==> src/verilog/stbt_pkg.sv <==
package stbt_pkg;
  // ==========================================================
  // widths
  localparam int HALF_W    = 9;
  localparam int BUS_W     = 18;
  localparam int DATA_W    = 36;
  localparam int IR_W      = 8;
  localparam int BSR_W     = 48;
  localparam int BCR_W     = 3;
  localparam int ID_W      = 32;
  localparam int AXI_AW    = 12;
  // ==========================================================
  // boundary chain layout
  localparam int BSR_AB_OE = 46;  // b port enables, halves 1:0
  localparam int BSR_BA_OE = 44;  // a port enables, halves 1:0
  localparam int BSR_B_LSB = 18;
  localparam int LFSR_TAP  = 24;
  // ==========================================================
  // reset and capture values
  localparam logic [IR_W-1:0]  IR_RESET  = 8'h81;
  localparam logic [BCR_W-1:0] BCR_RESET = 3'h2;
  localparam logic [3:0]       OE_RESET  = 4'hf;
  localparam logic [2:0]       HI_CNT    = 3'h5;
  // ==========================================================
  // opcodes, all of even parity
  localparam logic [IR_W-1:0] OP_EXTEST = 8'h00;
  localparam logic [IR_W-1:0] OP_SAMPLE = 8'h82;
  localparam logic [IR_W-1:0] OP_IDCODE = 8'h81;
  localparam logic [IR_W-1:0] OP_HIGHZ  = 8'h06;
  localparam logic [IR_W-1:0] OP_CLAMP  = 8'h87;
  localparam logic [IR_W-1:0] OP_RUNT   = 8'h09;
  localparam logic [IR_W-1:0] OP_BCRSC  = 8'h0a;
  localparam logic [IR_W-1:0] OP_BYPASS = 8'hff;
  // boundary-control operations
  localparam logic [BCR_W-1:0] BC_TOGGLE = 3'h0;
  localparam logic [BCR_W-1:0] BC_PSEUDO_RANDOM_PATTERN_GEN   = 3'h1;
  localparam logic [BCR_W-1:0] BC_PSA    = 3'h2;
  localparam logic [BCR_W-1:0] BC_COUNT  = 3'h3;
  // ==========================================================
  // register map
  localparam logic [AXI_AW-1:0] ADDR_STATUS = 12'h000;
  localparam logic [AXI_AW-1:0] ADDR_CTRL   = 12'h004;
  localparam logic [1:0]        RESP_OKAY   = 2'h0;
  localparam logic [1:0]        RESP_SLVERR = 2'h2;
  // ==========================================================
  // types
  typedef enum logic [3:0] {
    TAP_RESET, TAP_IDLE, TAP_SDR, TAP_CDR, TAP_SHDR, TAP_E1DR, TAP_PDR, TAP_E2DR,
    TAP_UDR, TAP_SIR, TAP_CIR, TAP_SHIR, TAP_E1IR, TAP_PIR, TAP_E2IR, TAP_UIR
  } stbt_tap_t;
  typedef struct packed {
    logic a_to_b_output_enable_n;
    logic b_to_a_output_enable_n;
    logic a_to_b_latch_enable;
    logic b_to_a_latch_enable;
    logic a_to_b_clock;
    logic b_to_a_clock;
  } stbt_half_ctl_t;
  typedef stbt_half_ctl_t [1:0] stbt_ctl_t;
  typedef struct packed {
    logic awvalid; logic [AXI_AW-1:0] awaddr;
    logic wvalid;  logic [31:0] wdata; logic [3:0] wstrb;
    logic bready;
    logic arvalid; logic [AXI_AW-1:0] araddr;
    logic rready;
  } stbt_axi_req_t;
  typedef struct packed {
    logic awready; logic wready;
    logic bvalid;  logic [1:0] bresp;
    logic arready;
    logic rvalid;  logic [31:0] rdata; logic [1:0] rresp;
  } stbt_axi_rsp_t;
  typedef struct packed {
    logic tck_s1; logic tck_s2; logic tck_d;
    logic tms_s1; logic tms_s2; logic tdi_s1; logic tdi_s2;
    logic [BUS_W-1:0] a_s1; logic [BUS_W-1:0] a_s2;
    logic [BUS_W-1:0] b_s1; logic [BUS_W-1:0] b_s2;
    stbt_ctl_t ctl_s1; stbt_ctl_t ctl_s2; logic [3:0] ck_d;
    logic [BUS_W-1:0] ab_q; logic [BUS_W-1:0] ba_q;
    logic [BUS_W-1:0] ao; logic [BUS_W-1:0] aoe;
    logic [BUS_W-1:0] bo; logic [BUS_W-1:0] boe;
    stbt_tap_t tap; logic [2:0] hi_cnt;
    logic [IR_W-1:0] ir_sh; logic [IR_W-1:0] ir;
    logic [BSR_W-1:0] bsr_sh; logic [BSR_W-1:0] bsr_up;
    logic [BCR_W-1:0] bcr_sh; logic [BCR_W-1:0] bcr;
    logic byp; logic [ID_W-1:0] id_sh;
    logic tdo; logic tdo_oe;
    logic hold_rst;
    logic bvalid; logic [1:0] bresp;
    logic rvalid; logic [31:0] rdata; logic [1:0] rresp;
  } stbt_state_t;
endpackage

==> src/verilog/stbt_top.sv <==
// Added by the designer: the AXI4-Lite interface to the registers and the register addresses.
`timescale 1ns/100ps
// Contract
// - latch enable high passes a to b
// - latch low, steady clock holds b
// - latch low stores a on clock rise
// - enable low drives b, high floats
// - b to a path mirrors a to b
// - two independent nine-bit halves
// - test port idle leaves data flow
// - test mode owns every boundary cell
// - pin snapshot and boundary self test
// - signature compression and random patterns
// - binary count and sample-toggle modes
// - standard plus clamp, highz; even parity
// - test state machine uses tck, tms only; software hold also forces reset state
// - sample on tck rise, tdo on fall
// - controller steers tms, shifts tdi/tdo
// - instruction register eight bits
// - chains of 48, 3, 1, 32 bits
// - reset values 10000001 and 010
// - five tms-high clocks reach reset state
// - reset sets enable cells 47 to 44
// - control operations run only in idle
module stbt_top #(
  parameter logic [31:0] ID_CODE = 32'h0000_0c01  // arbitrary value
) (
  // clock and reset
  input  wire logic                           clk,
  input  wire logic                           reset_n,
  // a port
  input  wire logic [stbt_pkg::BUS_W-1:0]     a_in,
  output logic [stbt_pkg::BUS_W-1:0]          a_out,
  output logic [stbt_pkg::BUS_W-1:0]          a_oe,
  // b port
  input  wire logic [stbt_pkg::BUS_W-1:0]     b_in,
  output logic [stbt_pkg::BUS_W-1:0]          b_out,
  output logic [stbt_pkg::BUS_W-1:0]          b_oe,
  // per-half controls
  input  wire stbt_pkg::stbt_ctl_t            half_ctl,
  // test access port
  input  wire logic                           tck,
  input  wire logic                           tms,
  input  wire logic                           tdi,
  output logic                                tdo,
  output logic                                tdo_oe,
  // register bus
  input  wire stbt_pkg::stbt_axi_req_t        axi_req,
  output stbt_pkg::stbt_axi_rsp_t             axi_rsp
);
  import stbt_pkg::*;

  stbt_state_t      s_reg;
  stbt_state_t      s_next;
  logic             tck_rise;
  logic             tck_fall;
  logic             test_mode;
  logic             sel_bsr;
  logic             sel_bcr;
  logic             sel_id;
  logic [BSR_W-1:0] pins;
  logic             wr_go;
  logic             rd_go;

  // ==========================================================
  // tap next state
  function automatic stbt_tap_t tap_step(stbt_tap_t st, logic m);
    case (st)
      TAP_RESET: tap_step = m ? TAP_RESET : TAP_IDLE;
      TAP_IDLE:  tap_step = m ? TAP_SDR : TAP_IDLE;
      TAP_SDR:   tap_step = m ? TAP_SIR : TAP_CDR;
      TAP_CDR:   tap_step = m ? TAP_E1DR : TAP_SHDR;
      TAP_SHDR:  tap_step = m ? TAP_E1DR : TAP_SHDR;
      TAP_E1DR:  tap_step = m ? TAP_UDR : TAP_PDR;
      TAP_PDR:   tap_step = m ? TAP_E2DR : TAP_PDR;
      TAP_E2DR:  tap_step = m ? TAP_UDR : TAP_SHDR;
      TAP_UDR:   tap_step = m ? TAP_SDR : TAP_IDLE;
      TAP_SIR:   tap_step = m ? TAP_RESET : TAP_CIR;
      TAP_CIR:   tap_step = m ? TAP_E1IR : TAP_SHIR;
      TAP_SHIR:  tap_step = m ? TAP_E1IR : TAP_SHIR;
      TAP_E1IR:  tap_step = m ? TAP_UIR : TAP_PIR;
      TAP_PIR:   tap_step = m ? TAP_E2IR : TAP_PIR;
      TAP_E2IR:  tap_step = m ? TAP_UIR : TAP_SHIR;
      TAP_UIR:   tap_step = m ? TAP_SDR : TAP_IDLE;
      default:   tap_step = TAP_RESET;
    endcase
  endfunction

  // ==========================================================
  // decode
  // tck edges seen from second and third flops only
  assign tck_rise = s_reg.tck_s2 & ~s_reg.tck_d;
  assign tck_fall = ~s_reg.tck_s2 & s_reg.tck_d;
  assign test_mode = (s_reg.ir == OP_EXTEST) || (s_reg.ir == OP_CLAMP)
                  || (s_reg.ir == OP_HIGHZ) || (s_reg.ir == OP_RUNT);
  assign sel_bsr = (s_reg.ir == OP_EXTEST) || (s_reg.ir == OP_SAMPLE)
                || (s_reg.ir == OP_RUNT);
  assign sel_bcr = (s_reg.ir == OP_BCRSC);
  assign sel_id  = (s_reg.ir == OP_IDCODE);
  assign pins = {s_reg.ctl_s2[1].a_to_b_output_enable_n, s_reg.ctl_s2[0].a_to_b_output_enable_n,
                 s_reg.ctl_s2[1].b_to_a_output_enable_n, s_reg.ctl_s2[0].b_to_a_output_enable_n,
                 s_reg.ctl_s2[1].a_to_b_latch_enable, s_reg.ctl_s2[0].a_to_b_latch_enable,
                 s_reg.ctl_s2[1].b_to_a_latch_enable, s_reg.ctl_s2[0].b_to_a_latch_enable,
                 s_reg.ctl_s2[1].a_to_b_clock, s_reg.ctl_s2[0].a_to_b_clock,
                 s_reg.ctl_s2[1].b_to_a_clock, s_reg.ctl_s2[0].b_to_a_clock,
                 s_reg.b_s2, s_reg.a_s2};
  // write takes address and data together
  assign wr_go = axi_req.awvalid && axi_req.wvalid && !s_reg.bvalid;
  assign rd_go = axi_req.arvalid && !s_reg.rvalid;

  // ==========================================================
  // next state
  always_comb
  begin
    s_next = s_reg;
    // synchronisers
    s_next.tck_s1 = tck;
    s_next.tck_s2 = s_reg.tck_s1;
    s_next.tck_d  = s_reg.tck_s2;
    s_next.tms_s1 = tms;
    s_next.tms_s2 = s_reg.tms_s1;
    s_next.tdi_s1 = tdi;
    s_next.tdi_s2 = s_reg.tdi_s1;
    s_next.a_s1   = a_in;
    s_next.a_s2   = s_reg.a_s1;
    s_next.b_s1   = b_in;
    s_next.b_s2   = s_reg.b_s1;
    s_next.ctl_s1 = half_ctl;
    s_next.ctl_s2 = s_reg.ctl_s1;
    s_next.ck_d   = {s_reg.ctl_s2[1].b_to_a_clock, s_reg.ctl_s2[0].b_to_a_clock,
                     s_reg.ctl_s2[1].a_to_b_clock, s_reg.ctl_s2[0].a_to_b_clock};
    // each half on its own controls
    for (int h = 0; h < 2; h++)
    begin
      // latches run only outside test mode
      if (!test_mode)
      begin
        if (s_reg.ctl_s2[h].a_to_b_latch_enable
            || (s_reg.ctl_s2[h].a_to_b_clock && !s_reg.ck_d[h]))
          s_next.ab_q[h*HALF_W +: HALF_W] = s_reg.a_s2[h*HALF_W +: HALF_W];
        if (s_reg.ctl_s2[h].b_to_a_latch_enable
            || (s_reg.ctl_s2[h].b_to_a_clock && !s_reg.ck_d[h+2]))
          s_next.ba_q[h*HALF_W +: HALF_W] = s_reg.b_s2[h*HALF_W +: HALF_W];
      end
      if (test_mode)
      begin
        s_next.boe[h*HALF_W +: HALF_W] = {HALF_W{~s_reg.bsr_up[BSR_AB_OE+h]}};
        s_next.aoe[h*HALF_W +: HALF_W] = {HALF_W{~s_reg.bsr_up[BSR_BA_OE+h]}};
      end
      else
      begin
        s_next.boe[h*HALF_W +: HALF_W] = {HALF_W{~s_reg.ctl_s2[h].a_to_b_output_enable_n}};
        s_next.aoe[h*HALF_W +: HALF_W] = {HALF_W{~s_reg.ctl_s2[h].b_to_a_output_enable_n}};
      end
    end
    // boundary cells drive pins in test mode
    s_next.bo = test_mode ? s_reg.bsr_up[BSR_B_LSB +: BUS_W] : s_reg.ab_q;
    s_next.ao = test_mode ? s_reg.bsr_up[BUS_W-1:0] : s_reg.ba_q;
    if (s_reg.ir == OP_HIGHZ)
    begin
      s_next.boe = '0;
      s_next.aoe = '0;
    end
    if (tck_rise)
    begin
      case (s_reg.tap)
        TAP_CIR:  s_next.ir_sh = IR_RESET;
        TAP_SHIR: s_next.ir_sh = {s_reg.tdi_s2, s_reg.ir_sh[IR_W-1:1]};
        TAP_CDR:
        begin
          if (sel_bsr)
            s_next.bsr_sh = pins;
          s_next.bcr_sh = s_reg.bcr;
          s_next.id_sh  = ID_CODE;
          s_next.byp    = 1'b0;
        end
        TAP_SHDR:
        begin
          if (sel_bsr)
            s_next.bsr_sh = {s_reg.tdi_s2, s_reg.bsr_sh[BSR_W-1:1]};
          else if (sel_bcr)
            s_next.bcr_sh = {s_reg.tdi_s2, s_reg.bcr_sh[BCR_W-1:1]};
          else if (sel_id)
            s_next.id_sh = {s_reg.tdi_s2, s_reg.id_sh[ID_W-1:1]};
          else
            s_next.byp = s_reg.tdi_s2;
        end
        TAP_IDLE:
        begin
          if (s_reg.ir == OP_RUNT)
          begin
            case (s_reg.bcr)
              BC_PSA: s_next.bsr_sh[DATA_W-1:0] = {s_reg.bsr_sh[DATA_W-2:0],
                        s_reg.bsr_sh[DATA_W-1] ^ s_reg.bsr_sh[LFSR_TAP]} ^ pins[DATA_W-1:0];
              BC_PSEUDO_RANDOM_PATTERN_GEN: s_next.bsr_up[DATA_W-1:0] = {s_reg.bsr_up[DATA_W-2:0],
                        s_reg.bsr_up[DATA_W-1] ^ s_reg.bsr_up[LFSR_TAP]
                        ^ (s_reg.bsr_up[DATA_W-1:0] == '0)};
              BC_COUNT: s_next.bsr_up[DATA_W-1:0] = s_reg.bsr_up[DATA_W-1:0] + 1'b1;
              BC_TOGGLE:
              begin
                s_next.bsr_up[DATA_W-1:0] = ~s_reg.bsr_up[DATA_W-1:0];
                s_next.bsr_sh[DATA_W-1:0] = pins[DATA_W-1:0];
              end
              default: ;
            endcase
          end
        end
        default: ;
      endcase
      s_next.tap    = tap_step(s_reg.tap, s_reg.tms_s2);
      s_next.hi_cnt = !s_reg.tms_s2 ? 3'h0 : (s_reg.hi_cnt == HI_CNT) ? HI_CNT
                                           : s_reg.hi_cnt + 3'h1;
    end
    // tdo and updates on tck fall
    if (tck_fall)
    begin
      s_next.tdo_oe = (s_reg.tap == TAP_SHIR) || (s_reg.tap == TAP_SHDR);
      if (s_reg.tap == TAP_SHIR)
        s_next.tdo = s_reg.ir_sh[0];
      else if (sel_bsr)
        s_next.tdo = s_reg.bsr_sh[0];
      else if (sel_bcr)
        s_next.tdo = s_reg.bcr_sh[0];
      else if (sel_id)
        s_next.tdo = s_reg.id_sh[0];
      else
        s_next.tdo = s_reg.byp;
      // odd-parity opcodes fall back to bypass
      if (s_reg.tap == TAP_UIR)
        s_next.ir = (^s_reg.ir_sh) ? OP_BYPASS : s_reg.ir_sh;
      if (s_reg.tap == TAP_UDR && sel_bsr)
        s_next.bsr_up = s_reg.bsr_sh;
      if (s_reg.tap == TAP_UDR && sel_bcr)
        s_next.bcr = s_reg.bcr_sh;
    end
    // software may hold the test logic in reset
    if (s_reg.hold_rst)
      s_next.tap = TAP_RESET;
    if (s_reg.tap == TAP_RESET)
    begin
      s_next.ir                      = IR_RESET;
      s_next.bcr                     = BCR_RESET;
      s_next.bsr_up[BSR_W-1 -: 4]    = OE_RESET;
      s_next.bsr_sh[BSR_W-1 -: 4]    = OE_RESET;
    end
    // register bus, answers clear before new requests
    if (s_reg.bvalid && axi_req.bready)
      s_next.bvalid = 1'b0;
    if (s_reg.rvalid && axi_req.rready)
      s_next.rvalid = 1'b0;
    if (wr_go)
    begin
      s_next.bvalid = 1'b1;
      s_next.bresp  = RESP_OKAY;
      if (axi_req.awaddr == ADDR_CTRL && axi_req.wstrb[0])
        s_next.hold_rst = axi_req.wdata[0];
      else if (axi_req.awaddr != ADDR_CTRL && axi_req.awaddr != ADDR_STATUS)
        s_next.bresp = RESP_SLVERR;
    end
    if (rd_go)
    begin
      s_next.rvalid = 1'b1;
      s_next.rresp  = RESP_OKAY;
      if (axi_req.araddr == ADDR_STATUS)
        s_next.rdata = 32'({test_mode, s_reg.bcr, s_reg.ir, s_reg.tap});
      else if (axi_req.araddr == ADDR_CTRL)
        s_next.rdata = 32'(s_reg.hold_rst);
      else
      begin
        s_next.rdata = '0;
        s_next.rresp = RESP_SLVERR;
      end
    end
  end

  // ==========================================================
  // state register
  always_ff @(posedge clk)
  begin
    if (!reset_n)
    begin
      s_reg         <= '0;
      s_reg.tap     <= TAP_RESET;
      s_reg.ir      <= IR_RESET;
      s_reg.bcr     <= BCR_RESET;
      s_reg.bsr_up  <= {OE_RESET, {(BSR_W-4){1'b0}}};
      s_reg.bsr_sh  <= {OE_RESET, {(BSR_W-4){1'b0}}};
    end
    else
      s_reg <= s_next;
  end

  // outputs
  assign a_out  = s_reg.ao;
  assign a_oe   = s_reg.aoe;
  assign b_out  = s_reg.bo;
  assign b_oe   = s_reg.boe;
  assign tdo    = s_reg.tdo;
  assign tdo_oe = s_reg.tdo_oe;
  assign axi_rsp = '{awready: wr_go, wready: wr_go, bvalid: s_reg.bvalid,
                     bresp: s_reg.bresp, arready: !s_reg.rvalid, rvalid: s_reg.rvalid,
                     rdata: s_reg.rdata, rresp: s_reg.rresp};
endmodule
==> config.mk <==
export PLATFORM = sky130hd
export DESIGN_NAME = stbt_top
export DESIGN_NICKNAME = d
export VERILOG_FILES = /design/src/verilog/stbt_pkg.sv /design/src/verilog/stbt_top.sv
export SDC_FILE = /design/constraint.sdc
export NUM_CORES = 1
export LEC_CHECK = 0
export BUFFER_PORTS_ARGS = -buffer_cell sky130_fd_sc_hd__buf_2
export CAP_MARGIN = 20
export CORE_MARGIN = 1
export CORE_UTILIZATION = 33
export DETAILED_ROUTE_END_ITERATION = 12
export SYNTH_ARGS = -nofsm -noshare
export SYNTH_HDL_FRONTEND = slang
export SYNTH_SLANG_ARGS = --single-unit
==> constraint.sdc <==
create_clock -name clk -period 3.2 [get_ports clk]
set_input_delay 0.32 -clock clk [delete_from_list [all_inputs] [get_ports clk]]
set_output_delay 0.32 -clock clk [all_outputs]
set_load 0.02 [all_outputs]
Yosys cells after proc, flatten, opt, wreduce, memory -nomap -nowiden --
Index checks and enable logic that the tools add are counted.
Cells by class: add/subtract/negate cells 1, eq/ne operators 36, mux-type cells 55, bitwise gates (word level) 19, reductions and logical operators 61
Operators with widths (count):
- 36-bit case mux with 3 select lines | 2
- 36-bit two-way mux | 5
- 48-bit two-way mux | 2
- 36-bit case mux with 2 select lines | 1
- 33-bit two-way mux | 2
- 33-bit case mux with 2 select lines | 1
- 32-bit two-way mux | 2
- 4-bit case mux with 12 select lines | 1
- 39-bit two-way mux | 1
- 36-bit by 1-bit adder with 36-bit output, second input constant | 1
- 36-bit logical NOT | 1
- 18-bit two-way mux | 2
- 9-bit two-way mux | 4
- 36-bit NOT | 1
- 36-bit XOR | 1
- 35-bit two-way mux | 1
- 4-bit equality test, second input constant | 8
- 12-bit by 3-bit equality test with 1-bit output, second input constant | 2
- 8-bit equality test, second input constant | 3
- 12-bit case mux with 2 select lines | 1
- 2-bit AND reduction | 9
- 4-bit by 3-bit equality test with 1-bit output, second input constant | 4
- 8-bit by 4-bit equality test with 1-bit output, second input constant | 2
- 4-bit two-way mux | 4
- 33 further kinds | 111
Word-level totals: flip-flop bits (word level) 403, bits of input ports 118, output and inout bits 115, word-level logic and storage cells 236

Logic depth before layout (Yosys ltp) --
Gate-level depths: netlist (run 1).
word-level depth 8, mapped depth 9

Least setup slack after synthesis (run 1) --
OpenSTA, ideal clock, no wires.
path kind flip-flop to flip-flop, start point reg s_reg[198] (netlist bit), end point reg s_reg[131] (netlist bit), library setup time 116 ps, arrival 2466 ps, data required time 3084 ps, path slack 618 ps, cell stages (with the launch flop) 9, cells stage by stage dfxtp_1 > clkbuf_1 > or4b_4 > or4_4 > or3_1 > a21oi_4 > buf_4 > o2111ai_1 > o211a_1
On the way: longest elaborated chain between the ends 3
RTL lines:
- start: declaration | RTL line stbt_top.sv:53 | stbt_state_t s_reg;
- start signal: assignment | RTL line stbt_top.sv:290 | s_reg <= s_next;
- 4-bit by 1-bit equality test with 1-bit output, or another cell as far along | RTL line stbt_top.sv:166 | case (s_reg.tap)
- 3-bit by 1-bit inequality test with 1-bit output (no source line), or another cell as far along
- 6-bit AND reduction (no source line)
Parallel ways exist; a longest one is shown, timed or not. A chain may end at the register's enable or synchronous reset.

Final worst setup path (run 1) --
start point reg s_reg[180] (netlist bit), end point reg s_reg[151] (netlist bit)
On the way: longest elaborated chain between the ends 5
RTL lines:
- 8-bit equality test or 8-bit logical NOT (tied branches) | RTL line stbt_top.sv:96 | assign sel_bsr = (s_reg.ir == OP_EXTEST) || (s_reg.ir == OP_SAMPLE)
- 1-bit logical OR | RTL line stbt_top.sv:96
- 1-bit logical OR | RTL line stbt_top.sv:97 | || (s_reg.ir == OP_RUNT);
- 2-bit inequality test (no source line)
- 6-bit AND reduction (no source line) *
Mark *: on every way between the ends. The rest lies on a longest branch, timed or not.

==> run_results.csv, run 1 <==
group,metric,value,unit
global_routing,antenna_found_initial,0,
clock_network,clockRootBuffer,"clkbuf_16",
setup_path,critPathBufInv,1,
global_routing,grtUsageMet3,2.817,%
setup_path,crit_arrival,3370,ps
layout,final_cell_area,18770,um2
synth,synth_edf_count,0,
synth,synth_cell_types,70,
global_routing,grt_max_degree,106,
clock_network,clkSinkCount,353,
power_and_ir_drop,p_int,7.369,mW
timing,period_share,92.20,%
timing,skew,29.47,ps
global_routing,grt_pass1_vias,12418,
setup_path,path_cells,"or4_1, or4_4, or3_1, a21oi_4, buf_12, o2111ai_1, o211a_1",
routing,vias,13480,
setup_path,worst-path-max-fanout,72,
timing,setup_ws,249.5,ps
min_path,min_path_type,"in2reg",
power_and_ir_drop,swShare,22.71,%
setup_path,ff2ff_setup_slack,250,ps
min_path,hold_path_depth,2,
routing,drtAntennaViolNets,0,
power_and_ir_drop,p_seq_share,47.5,%
synth,yosysTopAreaCell,"dfxtp_1",
global_routing,track_usage,18.10,%
power_and_ir_drop,p_sw,2.166,mW
setup_path,cp_slowest_stage_delay,640,ps
global_routing,top_usage_layer,"met2",
timing,setup_violations,0,
synth,yosys-top-cells-area,"dfxtp_1 44%, buf_4 5.4%, mux2i_1 5.4%",
layout,drive_above_1_share,17.89,%
timing,min_period,2951,ps
placement,place.gp.congestion,0.9412,
placement,detailedPlace.worstSlack,287.1,ps
synth,netlist_area,16060,um2
global_routing,overflow,0,
floorplanning,die_w,222.6,um
global_routing,met1_usage,25.25,%
synth,synth_top_area_share,44.00,%
floorplanning,die_y,222.6,um
setup_path,critPathCaptureType,"register",
routing,via_per_inst,5.266,
clock_network,htree_levels,2,
timing,final_max_slew_viol_count,0,
setup_path,path_delay_family,"simple AND/OR/NAND/NOR gates",
layout,fin_util,39.23,%
floorplanning,dieArea,49560,um2
synth,synth-main-ff-cell,"dfxtp_1",
setup_path,r2r-start,"s_reg[180]$_SDFFE_PP0P_",
synth,synth.avg_cell_area,8.830,um2
clock_network,clk_pin_slew,60,ps
power_and_ir_drop,power,9.534,mW
floorplanning,start_util,33.57,%
power_and_ir_drop,p_comb_share,5.1,%
timing,slew_headroom,47.57,%
setup_path,worst_path_max_delay_cell,"or4_1",
layout,fin_nets,2036,
global_routing,use_met2,28.34,%
setup_path,critical_path.startpoint,"s_reg[180]$_SDFFE_PP0P_",
setup_path,start_kind,"register",
power_and_ir_drop,pwr-share-clk,47.4,%
synth,yosysWarnings,0,
clock_network,cts_buffers,38,
layout,antenna_cells,0,
global_routing,grt_pass1_wl,71410,um
clock_network,postCtsSetupBuffers,0,
placement,placed_area,16980,um2
outcome,status,"completed",
setup_path,crit_required,3620,ps
placement,io_buffers,180,
power_and_ir_drop,pwr_density_cell,508.0,nW/um2
timing,max_clock_freq,338.9,MHz
layout,synthToLayoutAreaGrowth,16.85,%
routing,dr.first_iter.drc_count,961,
power_and_ir_drop,peakVddDrop,0.3344,mV
timing,fin_tns_setup,0,ps
floorplanning,num_rows,80,
synth,seq_area_frac_synth,44.00,%
clock_network,post_cts_resized,0,
routing,wl,46520,um
timing,rsz0062_at_grt,"false",
routing,wire_per_inst,18.17,um
floorplanning,pin_count,233,
synth,async_reset_ff_share,0,%
min_path,hp-start,"half_ctl[3]",
placement,dp_hpwl,32380,um
clock_network,clk_latency,550,ps
floorplanning,core_area,47850,um2
power_and_ir_drop,p_leak,7.498,nW
layout,largest_register_ffs,191,
synth,synth_cells,1819,
routing,first_pass_iters,5,
run,cap_violations,0,
setup_path,rr_worst_depth,7,
min_path,hold_path_end,"s_next[314]$_SDFF_PN0_",
timing,hold_violations,0,
synth,ys_ff_latch,353,
clock_network,tritoncts,"done",
setup_path,path_class,"reg2reg",
timing,tightest_slew,786.4,ps
setup_path,r2r-end,"s_reg[151]$_SDFFE_PN0P_",
clock_network,cts_buffer_depth,3,
routing,drc,0,
## how the worst max path moves through the flow
stage	to	slack (ps)	cells past startpoint
after floorplan	s_reg[131]$_SDFFE_PN0P_	620	8
after global placement	s_reg[107]$_SDFF_PN0_	340	6
after detailed placement	s_reg[162]$_SDFFE_PN0P_	290	7
after CTS	s_reg[151]$_SDFFE_PN0P_	280	7
after global routing	s_reg[107]$_SDFF_PN0_	100	6
final	s_reg[151]$_SDFFE_PN0P_	250	7
## through the flow
step,cells,hold WS (ps)
6_report,2560,17.60
5_1_grt,2560,4.883
4_1_cts,2557,2.187
3_5_place_dp,2440,416.9
3_3_place_gp,2440,418.5
2_1_floorplan,1836,411.9
## cell usage after synthesis (all sizes together), types with 29 or more instances
| cell | instances |
|---|---|
| a21oi | 56 |
| a22o | 29 |
| and2 | 118 |
| buf | 136 |
| clkbuf | 129 |
| dfxtp | 353 |
| mux2i | 86 |
| nand2 | 185 |
| nand3 | 74 |
| nor2 | 73 |
| nor2b | 101 |
| o2111ai | 34 |
| o211a | 51 |
| o21ai | 87 |
## power by group through the flow
stage | Clock, mW | Combinational, mW | Sequential (mW)
floorplan | 0 | 0.346 | 4.61
global placement | 0 | 0.435 | 4.63
detailed placement | 0 | 0.440 | 4.63
CTS | 4.60 | 0.484 | 4.53
global route | 4.79 | 0.527 | 4.54
finish | 4.52 | 0.486 | 4.53
## placed cells by master, fill, tap and decap left out, types with 51 or more instances in the layout
master and count:
buf_4 72, o21ai_0 87, dfxtp_1 353, nand2_1 185
buf_2 179, o211a_1 51, mux2i_1 86, nor2b_1 101
a21oi_1 53, and2_1 118, nor2_1 73, nand3_1 73
## layer usage
layer / wire, um / vias to the layer above
met5: 0 / -
met4: 1227 / 0
met3: 2868 / 82
met2: 20990 / 454
met1: 21440 / 6426
li1: - / 6518
## final cells by class
type	instances	area, um2
repair buffers	305	2018
well taps	615	769.5
multi-input cells	1202	7574
clock buffers	50	1057
fillers	4786	29080
clock inverters	19	222.7
inverters	16	60.06
flip-flops and latches	353	7067
## cell families (layout without fill, tap and decap cells)
kind of cell | after synthesis | count (layout) | synth area share, %
buffers and inverters | 281 | 390 | 9.371
flip-flops | 353 | 353 | 44.00
multiplexers | 88 | 88 | 5.500
adder cells (fa/ha/maj) | 2 | 2 | 0.1558
AND/OR/NAND/NOR | 681 | 681 | 22.12
AO/OA/AOI/OAI | 402 | 402 | 18.23
XOR/XNOR | 11 | 11 | 0.5999
other | 1 | 18 | 0.02335
## repair_timing
action / 4_1_cts / 5_1_grt
hold buffers: 48 / 1
setup endpoints to repair: 0 / 0
hold endpoints to repair: 48 / 1
No activity file was read; power rests on OpenSTA's default activity.
==> inputs of run 2 (changes only) <==
PLACE_DENSITY = 0.49   (was default)
==> run_results.csv, run 2 (synthesis results as in run 1) <==
group,metric,value,unit
clock_network,postCtsSetupBuffers,0,
timing,fin_tns_setup,0,ps
routing,vias,13480,
routing,dr.first_iter.drc_count,1038,
timing,period_share,92.38,%
clock_network,clockRootBuffer,"clkbuf_16",
global_routing,overflow,0,
timing,slew_headroom,30.76,%
setup_path,critPathCaptureType,"register",
floorplanning,core_area,47850,um2
layout,largest_register_ffs,191,
min_path,min_path_type,"in2reg",
power_and_ir_drop,peakVddDrop,0.3153,mV
clock_network,tritoncts,"done",
clock_network,htree_levels,2,
setup_path,worst-path-max-fanout,72,
run,cap_violations,0,
layout,fillers,4767,
global_routing,grt_pass1_vias,12447,
setup_path,crit_required,3650,ps
routing,drtAntennaViolNets,0,
timing,final_max_slew_viol_count,0,
floorplanning,die_y,222.6,um
global_routing,grt_pass1_wl,73920,um
clock_network,cts_buffer_depth,3,
placement,dp_hpwl,32810,um
layout,final_common_cell,"dfxtp_1",
timing,rsz0062_at_grt,"false",
layout,synthToLayoutAreaGrowth,18.07,%
layout,drive_above_1_share,17.70,%
floorplanning,pin_count,233,
setup_path,crit_arrival,3410,ps
timing,setup_violations,0,
clock_network,post_cts_resized,0,
global_routing,grt_max_degree,100,
routing,wire_per_inst,18.60,um
timing,min_period,2956,ps
setup_path,start_kind,"register",
timing,hold_violations,0,
floorplanning,dieArea,49560,um2
clock_network,clkSinkCount,353,
timing,skew,23.48,ps
floorplanning,die_w,222.6,um
clock_network,cts-hold-fix-buffers,53,
global_routing,antenna_found_initial,0,
layout,fin_nets,2038,
floorplanning,start_util,33.57,%
floorplanning,num_rows,80,
timing,max_clock_freq,338.3,MHz
power_and_ir_drop,pwr_density_cell,530.0,nW/um2
clock_network,cts_buffers,40,
layout,antenna_cells,0,
placement,place.gp.congestion,0.9055,
power_and_ir_drop,power,10.05,mW
layout,final_cell_mix,"353 x dfxtp_1, 185 x nand2_1, 179 x buf_2, 118 x and2_1, 101 x nor2b_1",
routing,via_per_inst,5.257,
power_and_ir_drop,p_leak,7.574,nW
global_routing,track_usage,18.96,%
outcome,status,"completed",
timing,tightest_slew,1035,ps
clock_network,clk_latency,570,ps
setup_path,path_class,"reg2reg",
clock_network,clk_pin_slew,60,ps
routing,first_pass_iters,5,
routing,drc,0,
placement,io_buffers,180,
routing,wl,47690,um
run 2: changes by cell type in the layout (fill, tap and decap cells not counted), moves of 3 or more:
cell           change
clkbuf_1           +3
dlygate4sd3_1      +4
buf_4              -6
bufinv_16          +4
clkinv_2           -3
run 2: cell type report:
cell class | instances | area, um2 | share of cell area [%]
sequential | 353 | 7067 | 37.27
inverter | 16 | 60.06 | 0.3167
clock buffer | 57 | 1146 | 6.044
tap | 615 | 769.5 | 4.058
clock inverter | 16 | 294.0 | 1.551
multi-input combinational | 1202 | 7574 | 39.94
timing repair buffer | 305 | 2053 | 10.83
run 2: through the flow:
step | area, um2 | cells | setup slack [ps] | hold WS, ps | utilization (%)
6_report | 18960 | 2564 | 243.7 | 27.90 | 39.63
5_1_grt | 18960 | 2564 | 124.3 | 17.22 | 39.63
4_1_cts | 18960 | 2563 | 264.0 | 0.7263 | 39.62
3_5_place_dp | 16990 | 2437 | 277.7 | 418.4 | 35.50
3_3_place_gp | 16990 | 2437 | 332.5 | 416.4 | 35.50
2_1_floorplan | 16130 | 1836 | 617.5 | 411.9 | -
run 2: worst paths after layout:
| kind | startpoint | slack, ps | to | depth (start not counted) |
|---|---|---|---|---|
| worst max register to register | s_reg[180]$_SDFFE_PP0P_ | 240 | s_reg[151]$_SDFFE_PN0P_ | 7 |
| worst min register to register | s_next[349]$_SDFF_PN0_ | 410 | pins[32]$_SDFF_PN0_ | 1 |
| worst max-delay path | s_reg[180]$_SDFFE_PP0P_ | 240 | s_reg[151]$_SDFFE_PN0P_ | 7 |
| worst min-delay path | b_in[5] | 30 | s_next[340]$_SDFF_PN0_ | 2 |
run 2: layer usage:
layer	vias up	global-route usage (%)	wire length [um]
met2	409	27.12	19980
met3	88	3.584	2743
met4	0	7.964	1603
li1	6535	-	-
met1	6448	27.54	23370
met5	-	0	0
run 2: worst max-delay path: stages (launching register included):
cell	delay, ps
dfxtp_1	340
or4_1	640
or4_4	620
or3_1	370
a21oi_4	180
buf_12	270
o2111ai_1	180
o211a_1	160
run 2: power breakdown:
part / total [mW] / internal, mW / switching (mW)
clock network: 5.02 / 3.15 / 1.88
registers: 4.53 / 4.48 / 0.0555
logic: 0.492 / 0.221 / 0.271
total: 10.0 / 7.85 / 2.20
